===== src/hdl/eip_pkg.sv =====
// Shared constants and carrier types for the event interrupt and PRBS block.
package eip_pkg;

  // Avalon-MM byte address and data widths.
  localparam int ADDR_W = 14;
  localparam int DATA_W = 32;
  localparam int IDX_W = 12;
  localparam int REG_W = 8;

  // Register indices; the byte address is four times the index.
  localparam logic [IDX_W-1:0] IDX_CHIP_EN0 = 12'h01f;
  localparam logic [IDX_W-1:0] IDX_CHECKER_EVT_EN = 12'h020;
  localparam logic [IDX_W-1:0] IDX_CHIP_CLR0 = 12'h023;
  localparam logic [IDX_W-1:0] IDX_PRBS_CTRL = 12'h14b;
  localparam logic [IDX_W-1:0] IDX_PRBS_ERR_I = 12'h14c;
  localparam logic [IDX_W-1:0] IDX_PRBS_ERR_Q = 12'h14d;
  localparam logic [IDX_W-1:0] IDX_LINK_CLR0 = 12'h46d;
  localparam logic [IDX_W-1:0] IDX_LINK_EN = 12'h47a;
  localparam logic [IDX_W-1:0] IDX_LINK_SINGLE = 12'h47b;

  // Event block sizes, in 8-bit registers.
  localparam int CHIP_REGS = 3;
  localparam int LINK_REGS = 7;
  localparam int CHIP_EVTS = CHIP_REGS * REG_W;
  localparam int LINK_EVTS = LINK_REGS * REG_W;

  // Field positions.
  localparam int PRBS_RUN_BIT = 0;
  localparam int PRBS_CLEAR_BIT = 1;
  localparam int PRBS_SEL_BIT = 2;
  localparam int PRBS_PASS_I_BIT = 6;
  localparam int PRBS_PASS_Q_BIT = 7;
  localparam int SINGLE_EN_BIT = 3;
  localparam int SINGLE_FLAG_BIT = 4;
  localparam int FAIL_EVT_I = 8;
  localparam int FAIL_EVT_Q = 9;

  // Reset values.
  localparam logic SINGLE_EN_RESET = 1'b1;
  localparam logic [CHIP_EVTS-1:0] CHIP_EN_RESET = 24'h000000;
  localparam logic [LINK_REGS-1:0] LINK_EN_RESET = 7'h00;

  // Interpolation factors for which the checker may run.
  localparam logic [3:0] INTERP_X2 = 4'h2;
  localparam logic [3:0] INTERP_X4 = 4'h4;
  localparam logic [3:0] INTERP_X8 = 4'h8;

  // Pattern taps: x^7+x^6+1 and x^15+x^14+1.
  localparam int PRBS7_TAP_A = 7;
  localparam int PRBS7_TAP_B = 6;
  localparam int PRBS15_TAP_A = 15;
  localparam int PRBS15_TAP_B = 14;
  localparam int GROUP_W = 32;
  localparam int ERR_CNT_W = 8;

  // Host settle time before results are read, in milliseconds.
  localparam int PRBS_SETTLE_MS = 500;

  typedef struct packed {
    logic valid;
    logic [GROUP_W-1:0] i_data;
    logic [GROUP_W-1:0] q_data;
  } eip_iq_type;

  typedef struct packed {
    logic run;
    logic clear;
    logic sel15;
  } eip_prbs_cfg_type;

endpackage


===== src/hdl/eip_event_irq.sv =====
// Event flags, interrupt request pin and datapath pattern checker.
`timescale 1ns/100ps
//Contract
//- Interrupt request pin is open-drain, active low: pulled low or released.
//- Pin pulled low while any latched flag is set, released otherwise.
//- Enabled event sets its flag on a rising edge; disabled flag stays zero.
//- A flag clears only by its clear write, by writing its enable to zero, or by device reset.
//- Flag readback returns raw event or latched flag per readback select.
//- Up to 48 and more monitored events across several register blocks.
//- Per-chip block: latched flag when enabled, live event when disabled.
//- Per-link and lane blocks: latched flag when enabled, zero otherwise.
//- Per-chip enables at 0x01F-0x021; clears and readback at 0x023-0x025.
//- Link enables and readback at 0x47A; clears at 0x46D through 0x473.
//- Single link event: flag and clear at 0x47B bit 4, enable bit 3.
//- Per-chip readback shows live event state for disabled events, the latched flag for enabled ones.
//- Checker runs only at interpolation factor two, four or eight.
//- Control bit 2 selects the 7-bit or the 15-bit pattern.
//- Bits [1:0] = 11 enable and reset; 01 enable and run; wait 500 ms.
//- Bits 6 and 7 read zero after an I or Q error, matching fail events.
//- I error count reads at 0x14C, Q error count at 0x14D.
//- Compare 32-bit groups, at most one error counted per group.
//- Checker fail signals are per-chip events enabled by 0x020 bits [1:0].
module eip_event_irq (
  input wire logic clock,
  input wire logic rst,
  input wire logic [eip_pkg::ADDR_W-1:0] address,
  input wire logic read,
  input wire logic write,
  input wire logic [eip_pkg::DATA_W-1:0] writedata,
  input wire logic [3:0] byteenable,
  output logic [eip_pkg::DATA_W-1:0] readdata,
  output logic waitrequest,
  input wire logic [eip_pkg::CHIP_EVTS-1:0] chip_event,
  input wire logic [eip_pkg::LINK_EVTS-1:0] link_event,
  input wire logic link_single_event,
  input wire logic [3:0] interp_factor,
  input eip_pkg::eip_iq_type iq,
  output logic irq_n_out,
  output logic irq_n_oe_n
);

  localparam int CE = eip_pkg::CHIP_EVTS;
  localparam int LE = eip_pkg::LINK_EVTS;
  localparam int RW = eip_pkg::REG_W;

  typedef struct packed {
    logic [CE-1:0] chip_en;
    logic [CE-1:0] chip_flag;
    logic [CE-1:0] chip_prev;
    logic [eip_pkg::LINK_REGS-1:0] link_en;
    logic [LE-1:0] link_flag;
    logic [LE-1:0] link_prev;
    logic single_en;
    logic single_flag;
    logic single_prev;
    logic prbs_run;
    logic prbs_clear;
    logic prbs_sel;
    logic ack;
    logic [eip_pkg::DATA_W-1:0] rdata;
  } eip_irq_state_type;

  eip_irq_state_type st_reg;
  eip_irq_state_type st_next;

  logic [eip_pkg::IDX_W-1:0] idx;
  logic req;
  logic done;
  logic wr;
  logic [RW-1:0] wb;
  logic [CE-1:0] chip_live;
  logic [CE-1:0] chip_clr;
  logic [LE-1:0] link_clr;
  logic [RW-1:0] rmux;
  logic interp_ok;
  eip_pkg::eip_prbs_cfg_type prbs_cfg;
  logic pass_i;
  logic pass_q;
  logic [eip_pkg::ERR_CNT_W-1:0] err_i;
  logic [eip_pkg::ERR_CNT_W-1:0] err_q;

  // Index match against the k-th register of a block.
  function automatic logic idx_hit(
    input logic [eip_pkg::IDX_W-1:0] at,
    input logic [eip_pkg::IDX_W-1:0] base,
    input int k
  );
    idx_hit = (at == base + eip_pkg::IDX_W'(k));
  endfunction

  // Set wins over a clear in the same cycle, so no edge on an enabled event is lost.
  function automatic logic flag_next(
    input logic flag,
    input logic prev,
    input logic live,
    input logic en,
    input logic clr
  );
    logic rise;
    rise = live & ~prev;
    flag_next = en & (rise | (flag & ~clr));
  endfunction

  assign idx = address[eip_pkg::ADDR_W-1:2];
  assign req = read | write;
  assign done = req & st_reg.ack;
  assign wr = write & done & byteenable[0];
  assign wb = writedata[RW-1:0];

  assign interp_ok = (interp_factor == eip_pkg::INTERP_X2) ||
                     (interp_factor == eip_pkg::INTERP_X4) ||
                     (interp_factor == eip_pkg::INTERP_X8);

  // The checker does not run outside the valid interpolation factors; a clear still acts.
  always_comb begin
    prbs_cfg.clear = st_reg.prbs_run & st_reg.prbs_clear;
    prbs_cfg.run = st_reg.prbs_run & ~st_reg.prbs_clear &
                   interp_ok;
    prbs_cfg.sel15 = st_reg.prbs_sel;
  end

  eip_prbs_chk #(
    .GROUP_W(eip_pkg::GROUP_W),
    .CNT_W(eip_pkg::ERR_CNT_W)
  ) u_chk_i (
    .clock(clock),
    .rst(rst),
    .cfg(prbs_cfg),
    .valid(iq.valid),
    .data(iq.i_data),
    .pass(pass_i),
    .err_count(err_i)
  );

  eip_prbs_chk #(
    .GROUP_W(eip_pkg::GROUP_W),
    .CNT_W(eip_pkg::ERR_CNT_W)
  ) u_chk_q (
    .clock(clock),
    .rst(rst),
    .cfg(prbs_cfg),
    .valid(iq.valid),
    .data(iq.q_data),
    .pass(pass_q),
    .err_count(err_q)
  );

  // Checker failures join the per-chip events in the enable byte 0x020.
  always_comb begin
    chip_live = chip_event;
    chip_live[eip_pkg::FAIL_EVT_I] = ~pass_i;
    chip_live[eip_pkg::FAIL_EVT_Q] = ~pass_q;
  end

  // Write-one clear strobes, one register of flags per index.
  always_comb begin
    chip_clr = '0;
    link_clr = '0;
    for (int k = 0; k < eip_pkg::CHIP_REGS; k++) begin
      if (wr && idx_hit(idx, eip_pkg::IDX_CHIP_CLR0, k)) begin
        chip_clr[k*RW +: RW] = wb;
      end
    end
    for (int k = 0; k < eip_pkg::LINK_REGS; k++) begin
      if (wr && idx_hit(idx, eip_pkg::IDX_LINK_CLR0, k)) begin
        link_clr[k*RW +: RW] = wb;
      end
    end
  end

  // Read multiplexer, sampled live one cycle before the answer.
  always_comb begin
    rmux = '0;
    for (int k = 0; k < eip_pkg::CHIP_REGS; k++) begin
      if (idx_hit(idx, eip_pkg::IDX_CHIP_EN0, k)) begin
        rmux = st_reg.chip_en[k*RW +: RW];
      end
      if (idx_hit(idx, eip_pkg::IDX_CHIP_CLR0, k)) begin
        for (int b = 0; b < RW; b++) begin
          // Readback select follows the enable in this block.
          rmux[b] = st_reg.chip_en[k*RW+b] ?
                    st_reg.chip_flag[k*RW+b] :
                    chip_live[k*RW+b];
        end
      end
    end
    if (idx == eip_pkg::IDX_LINK_EN) begin
      for (int k = 0; k < eip_pkg::LINK_REGS; k++) begin
        // Disabled flags are already zero, so the select is fixed at one.
        rmux[k] = |st_reg.link_flag[k*RW +: RW];
      end
    end
    if (idx == eip_pkg::IDX_LINK_SINGLE) begin
      rmux[eip_pkg::SINGLE_EN_BIT] = st_reg.single_en;
      rmux[eip_pkg::SINGLE_FLAG_BIT] = st_reg.single_flag;
    end
    if (idx == eip_pkg::IDX_PRBS_CTRL) begin
      rmux[eip_pkg::PRBS_RUN_BIT] = st_reg.prbs_run;
      rmux[eip_pkg::PRBS_CLEAR_BIT] = st_reg.prbs_clear;
      rmux[eip_pkg::PRBS_SEL_BIT] = st_reg.prbs_sel;
      rmux[eip_pkg::PRBS_PASS_I_BIT] = pass_i;
      rmux[eip_pkg::PRBS_PASS_Q_BIT] = pass_q;
    end
    if (idx == eip_pkg::IDX_PRBS_ERR_I) begin
      rmux = err_i;
    end
    if (idx == eip_pkg::IDX_PRBS_ERR_Q) begin
      rmux = err_q;
    end
  end

  always_comb begin
    st_next = st_reg;
    // Every access takes exactly one wait cycle.
    st_next.ack = req & ~st_reg.ack;
    if (read && !st_reg.ack) begin
      st_next.rdata = {{(eip_pkg::DATA_W-RW){1'b0}}, rmux};
    end

    // Configuration writes.
    for (int k = 0; k < eip_pkg::CHIP_REGS; k++) begin
      if (wr && idx_hit(idx, eip_pkg::IDX_CHIP_EN0, k)) begin
        st_next.chip_en[k*RW +: RW] = wb;
      end
    end
    if (wr && idx == eip_pkg::IDX_LINK_EN) begin
      st_next.link_en = wb[eip_pkg::LINK_REGS-1:0];
    end
    if (wr && idx == eip_pkg::IDX_LINK_SINGLE) begin
      st_next.single_en = wb[eip_pkg::SINGLE_EN_BIT];
    end
    if (wr && idx == eip_pkg::IDX_PRBS_CTRL) begin
      st_next.prbs_run = wb[eip_pkg::PRBS_RUN_BIT];
      st_next.prbs_clear = wb[eip_pkg::PRBS_CLEAR_BIT];
      st_next.prbs_sel = wb[eip_pkg::PRBS_SEL_BIT];
    end

    // Edge history and latched flags.
    st_next.chip_prev = chip_live;
    st_next.link_prev = link_event;
    st_next.single_prev = link_single_event;
    for (int b = 0; b < CE; b++) begin
      st_next.chip_flag[b] = flag_next(st_reg.chip_flag[b],
        st_reg.chip_prev[b], chip_live[b], st_reg.chip_en[b],
        chip_clr[b]);
    end
    for (int b = 0; b < LE; b++) begin
      st_next.link_flag[b] = flag_next(st_reg.link_flag[b],
        st_reg.link_prev[b], link_event[b], st_reg.link_en[b/RW],
        link_clr[b]);
    end
    st_next.single_flag = flag_next(st_reg.single_flag,
      st_reg.single_prev, link_single_event, st_reg.single_en,
      wr && idx == eip_pkg::IDX_LINK_SINGLE &&
      wb[eip_pkg::SINGLE_FLAG_BIT]);
  end

  always_ff @(posedge clock or posedge rst) begin
    if (rst) begin
      st_reg <= '0;
      st_reg.chip_en <= eip_pkg::CHIP_EN_RESET;
      st_reg.link_en <= eip_pkg::LINK_EN_RESET;
      st_reg.single_en <= eip_pkg::SINGLE_EN_RESET;
    end else begin
      st_reg <= st_next;
    end
  end

  assign waitrequest = req & ~st_reg.ack;
  assign readdata = st_reg.rdata;

  // The pin only ever sinks; an external pull-up supplies the high level.
  assign irq_n_out = 1'b0;
  assign irq_n_oe_n = ~(|st_reg.chip_flag | |st_reg.link_flag |
                        st_reg.single_flag);

endmodule


===== src/hdl/eip_prbs_chk.sv =====
// One channel of the self-synchronising datapath pattern checker.
`timescale 1ns/100ps
module eip_prbs_chk #(
  parameter int GROUP_W = eip_pkg::GROUP_W,
  parameter int CNT_W = eip_pkg::ERR_CNT_W
) (
  input wire logic clock,
  input wire logic rst,
  input eip_pkg::eip_prbs_cfg_type cfg,
  input wire logic valid,
  input wire logic [GROUP_W-1:0] data,
  output logic pass,
  output logic [CNT_W-1:0] err_count
);

  localparam int HIST_W = eip_pkg::PRBS15_TAP_A;

  typedef struct packed {
    logic [HIST_W-1:0] hist;
    logic primed;
    logic pass;
    logic [CNT_W-1:0] cnt;
  } eip_chk_state_type;

  eip_chk_state_type st_reg;
  eip_chk_state_type st_next;
  logic [GROUP_W+HIST_W-1:0] seq;
  logic mismatch;
  logic expect_bit;

  // Bit 0 of each group is the oldest bit; the history holds the tail of
  // the previous group so every bit is predicted from received data.
  always_comb begin
    st_next = st_reg;
    seq = {data, st_reg.hist};
    mismatch = 1'b0;
    expect_bit = 1'b0;
    for (int k = HIST_W; k < GROUP_W + HIST_W; k++) begin
      if (cfg.sel15) begin
        expect_bit = seq[k-eip_pkg::PRBS15_TAP_A] ^
                     seq[k-eip_pkg::PRBS15_TAP_B];
      end else begin
        expect_bit = seq[k-eip_pkg::PRBS7_TAP_A] ^
                     seq[k-eip_pkg::PRBS7_TAP_B];
      end
      mismatch = mismatch | (seq[k] ^ expect_bit);
    end
    if (cfg.clear) begin
      st_next.primed = 1'b0;
      st_next.pass = 1'b1;
      st_next.cnt = '0;
    end else if (cfg.run && valid) begin
      st_next.hist = data[GROUP_W-1 -: HIST_W];
      st_next.primed = 1'b1;
      // One error at most per group, however many bits disagree.
      if (st_reg.primed && mismatch) begin
        st_next.pass = 1'b0;
        if (st_reg.cnt != {CNT_W{1'b1}}) begin
          st_next.cnt = st_reg.cnt + 1'b1;
        end
      end
    end
  end

  always_ff @(posedge clock or posedge rst) begin
    if (rst) begin
      st_reg <= '0;
      st_reg.pass <= 1'b1;
    end else begin
      st_reg <= st_next;
    end
  end

  assign pass = st_reg.pass;
  assign err_count = st_reg.cnt;

endmodule


===== config.mk =====
export PLATFORM = sky130hd
export DESIGN_NAME = eip_event_irq
export DESIGN_NICKNAME = d
export VERILOG_FILES = /design/src/hdl/eip_pkg.sv /design/src/hdl/eip_event_irq.sv /design/src/hdl/eip_prbs_chk.sv
export SDC_FILE = /design/constraint.sdc
export NUM_CORES = 1
export LEC_CHECK = 0
export ABC_AREA = 1
export ABC_CLOCK_PERIOD_IN_PS = 10000
export BUFFER_PORTS_ARGS = -buffer_cell sky130_fd_sc_hd__buf_2
export CAP_MARGIN = 5
export CORE_ASPECT_RATIO = 1.5
export CORE_MARGIN = 1
export CORE_UTILIZATION = 49
export DETAILED_ROUTE_END_ITERATION = 6
export PLACE_DENSITY = 0.71
export SKIP_LAST_GASP = 1
export SLEW_MARGIN = 40
export SYNTH_ARGS = -nofsm -noshare
export SYNTH_HDL_FRONTEND = slang
export SYNTH_SLANG_ARGS = --single-unit

===== constraint.sdc =====
create_clock -name clock -period 10 [get_ports clock]
set_input_delay 0.5 -clock clock [delete_from_list [all_inputs] [get_ports clock]]
set_output_delay 0.5 -clock clock [all_outputs]
set_load 0.02 [all_outputs]

==> results.yml <==
pwr:
  power.density_nw_per_um2: 140
  seqPwrFrac_pct: 46.7
  vdd.ir_drop.worst_mv: 0.141
  leakage_nw: 8.71
  clkPwrFrac_pct: 44.0
  switching_share_pct: 25.1
  p_comb_share_pct: 9.3
  p_int_mw: 1.69
  p_switching_mw: 0.566
grt:
  grt_max_degree: 92
  grt_pass1_vias: 13100
  antenna_found_initial: 7
  grt_use_total_pct: 28.0
  grt_overflow: 0
  grt_first_pass_wirelength_um: 65400
logic_synthesis:
  async_flop_share_pct: 100
  ys.flop_type: "dfrtp_1"
  synth_cell_types: 43
  netlist_instances: 2030
  avgSynthCellArea_um2: 6.99
  synth_warnings: 0
  syn-cell-area_um2: 14200
  ys_ff_latch: 255
  ys_seq_area_share_pct: 45.0
  synth_edf_count: 0
die:
  dieArea_um2: 29700
  die_w_um: 141
  pin_count: 239
  start_util_pct: 49.6
  core_um2: 28600
  row_count: 76
  dieHeight_um: 210
sta:
  setup-tns-final_ns: 0
  max_slew_margin_pct: 43.3
  period_share_pct: 30.9
  worst_pin_slew_ns: 0.846
  max_freq_mhz: 323
  finalMaxSlewViolations: 0
  rsz0062_at_grt: "no"
  finalSetupViolCount: 0
  whs_ns: 0.0227
  fin_worst_skew_ns: 0.0146
  final_hold_viol_count: 0
  timing.final.ws_setup_ns: 6.91
  finalCriticalPeriod_ns: 3.09
routing:
  drt_first_pass_iters: 7
  drc: 1
  vias: 13500
  detail_route.wl_per_cell_um: 15.4
  drt_wl_total_um: 40300
  ant_nets: 0
  drtIter0Drc: 726
  via_per_inst: 5.17
layout:
  layout_commonest_cell: "nand2_1"
  syn2layout_area_growth_pct: 13.7
  n_fill_cell: 2772
  design_area_um2: 16100
  multiInputGateArea_um2: 6400
  seq_area_um2: 6390
  drive_above_1_share_pct: 11.4
  largest_reg_flops: 197
  final_cell_mix: "nand2_1 (766), inv_1 (268), dfrtp_1 (251)"
  utilization_pct: 56.4
  nets: 2405
setup_path:
  critPathTopFamily: "simple AND/OR/NAND/NOR gates"
  cp_slowest_cell: "or4_1"
  end_kind: "primary output"
  critPathRequiredTime_ns: 9.50
  cp.arrival_ns: 2.59
  worst-path-buf-inv: 1
  cp-start-kind: "flip-flop"
  cp_max_fo: 2
  max_stage_delay_ns: 0.52
  crit_chain: "nor4_1, nand3_1, or4_1, nor3_1, buf_2"
  critical_path_class: "flip-flop to primary output"
clock_tree:
  path_clk_slew_ns: 0.07
  clock_path_buffers: 3
  cts-resized-gates: 0
  htreeDepth: 1
  cts_setup_buffers: 0
  root_buffer: "clkbuf_16"
  worstSkewPairLatency_ns: 0.55
  cts_hold_buffers: 0
  clock-sinks: 255
  tritoncts: "built"
  numCtsBuffers: 25
outcome:
  outcome: "finished with violations"
  violations: "design-rule violations"
placed_design:
  dpl_cell_area_um2: 15300
  port_buffers: 182
  pre_cts_slack_ns: 7.26
  hpwl_um: 30100
  routabilityCongestion: 0.952
worst_hold_path:
  hold_class: "input port to asynchronous set/reset pin"
job:
  cap_violations: 0
## cell type report
type / count / share of cell area [%]
multi-input cells: 1456 / 39.6
flip-flops and latches: 255 / 39.6
inverters: 273 / 6.43
repair buffers: 188 / 5.98
clock buffers: 35 / 4.42
well taps: 390 / 3.02
clock inverters: 11 / 0.915
diodes: 2 / 0.0310
## metal layers
metal  part of all wire (%)  routed length, um  vias to the layer above  global-route usage, %
li1                       -                  -                     6707                      -
met1                     38              15400                     6187                   31.6
met2                     51              20400                      461                   50.6
met3                    5.8               2350                      124                   4.09
met4                    5.3               2120                       10                   15.3
met5                   0.12                 50                        -                      0
## stage by stage
step,cells,power [mW]
finish,2610,2.26
global route,2610,2.35
CTS,2608,2.28
detailed placement,2562,1.28
global placement,2561,1.28
floorplan,2054,1.20
## synthesized netlist by cell type (3+ instances only)
cell type | count | area, um^2
buf_4 | 38 | 285
buf_2 | 5 | 25.0
xor2_1 | 7 | 61.3
nor4_1 | 13 | 81.3
nand3_2 | 6 | 60.1
o21ai_1 | 4 | 20.0
o22ai_1 | 11 | 68.8
nand2_1 | 766 | 2880
nand3_1 | 182 | 911
inv_1 | 269 | 1010
clkbuf_1 | 19 | 71.3
nor3_1 | 21 | 105
o21ai_0 | 140 | 701
dfstp_2 | 3 | 78.8
xnor2_1 | 7 | 61.3
a21oi_1 | 92 | 460
nand4_1 | 33 | 206
dfrtp_1 | 252 | 6310
buf_6 | 6 | 67.6
nor2_1 | 126 | 473
## path summary, 6_finish.rpt
check	start	end	slack, ns	cells past startpoint
hold / removal	rst	u_chk_i.seq[10]	0.02	2
setup / recovery	st_reg[108]	irq_n_oe_n	6.91	5
max in group asynchronous	rst	st_reg[226]	8.74	3
hold reg to reg	st_reg[162]	st_reg[186]	0.43	1
setup reg to reg	prbs_cfg[0]	u_chk_q.err_count[1]	7.25	15
min in group clock	link_event[50]	st_reg[89]	0.07	1
## power groups by stage
stage	clock, mW	sequential (mW)	combinational [mW]
2_1_floorplan	0	1.07	0.127
3_3_place_gp	0	1.07	0.205
3_5_place_dp	0	1.07	0.208
4_1_cts	1.01	1.05	0.210
5_1_grt	1.05	1.06	0.239
6_report	0.995	1.05	0.210
## cell families after synthesis
kind of cell	Yosys count	share of synthesized area, %
adders and majority gates	2	0.176
buffers and inverters	343	10.6
and+or+nand+nor	1161	34.1
AOI/OAI and AO/OA	254	9.19
other	1	0.0264
xor gates and xnor gates	14	0.864
DFF	255	45.0
Note: power is estimated with default switching activity, not from simulation.
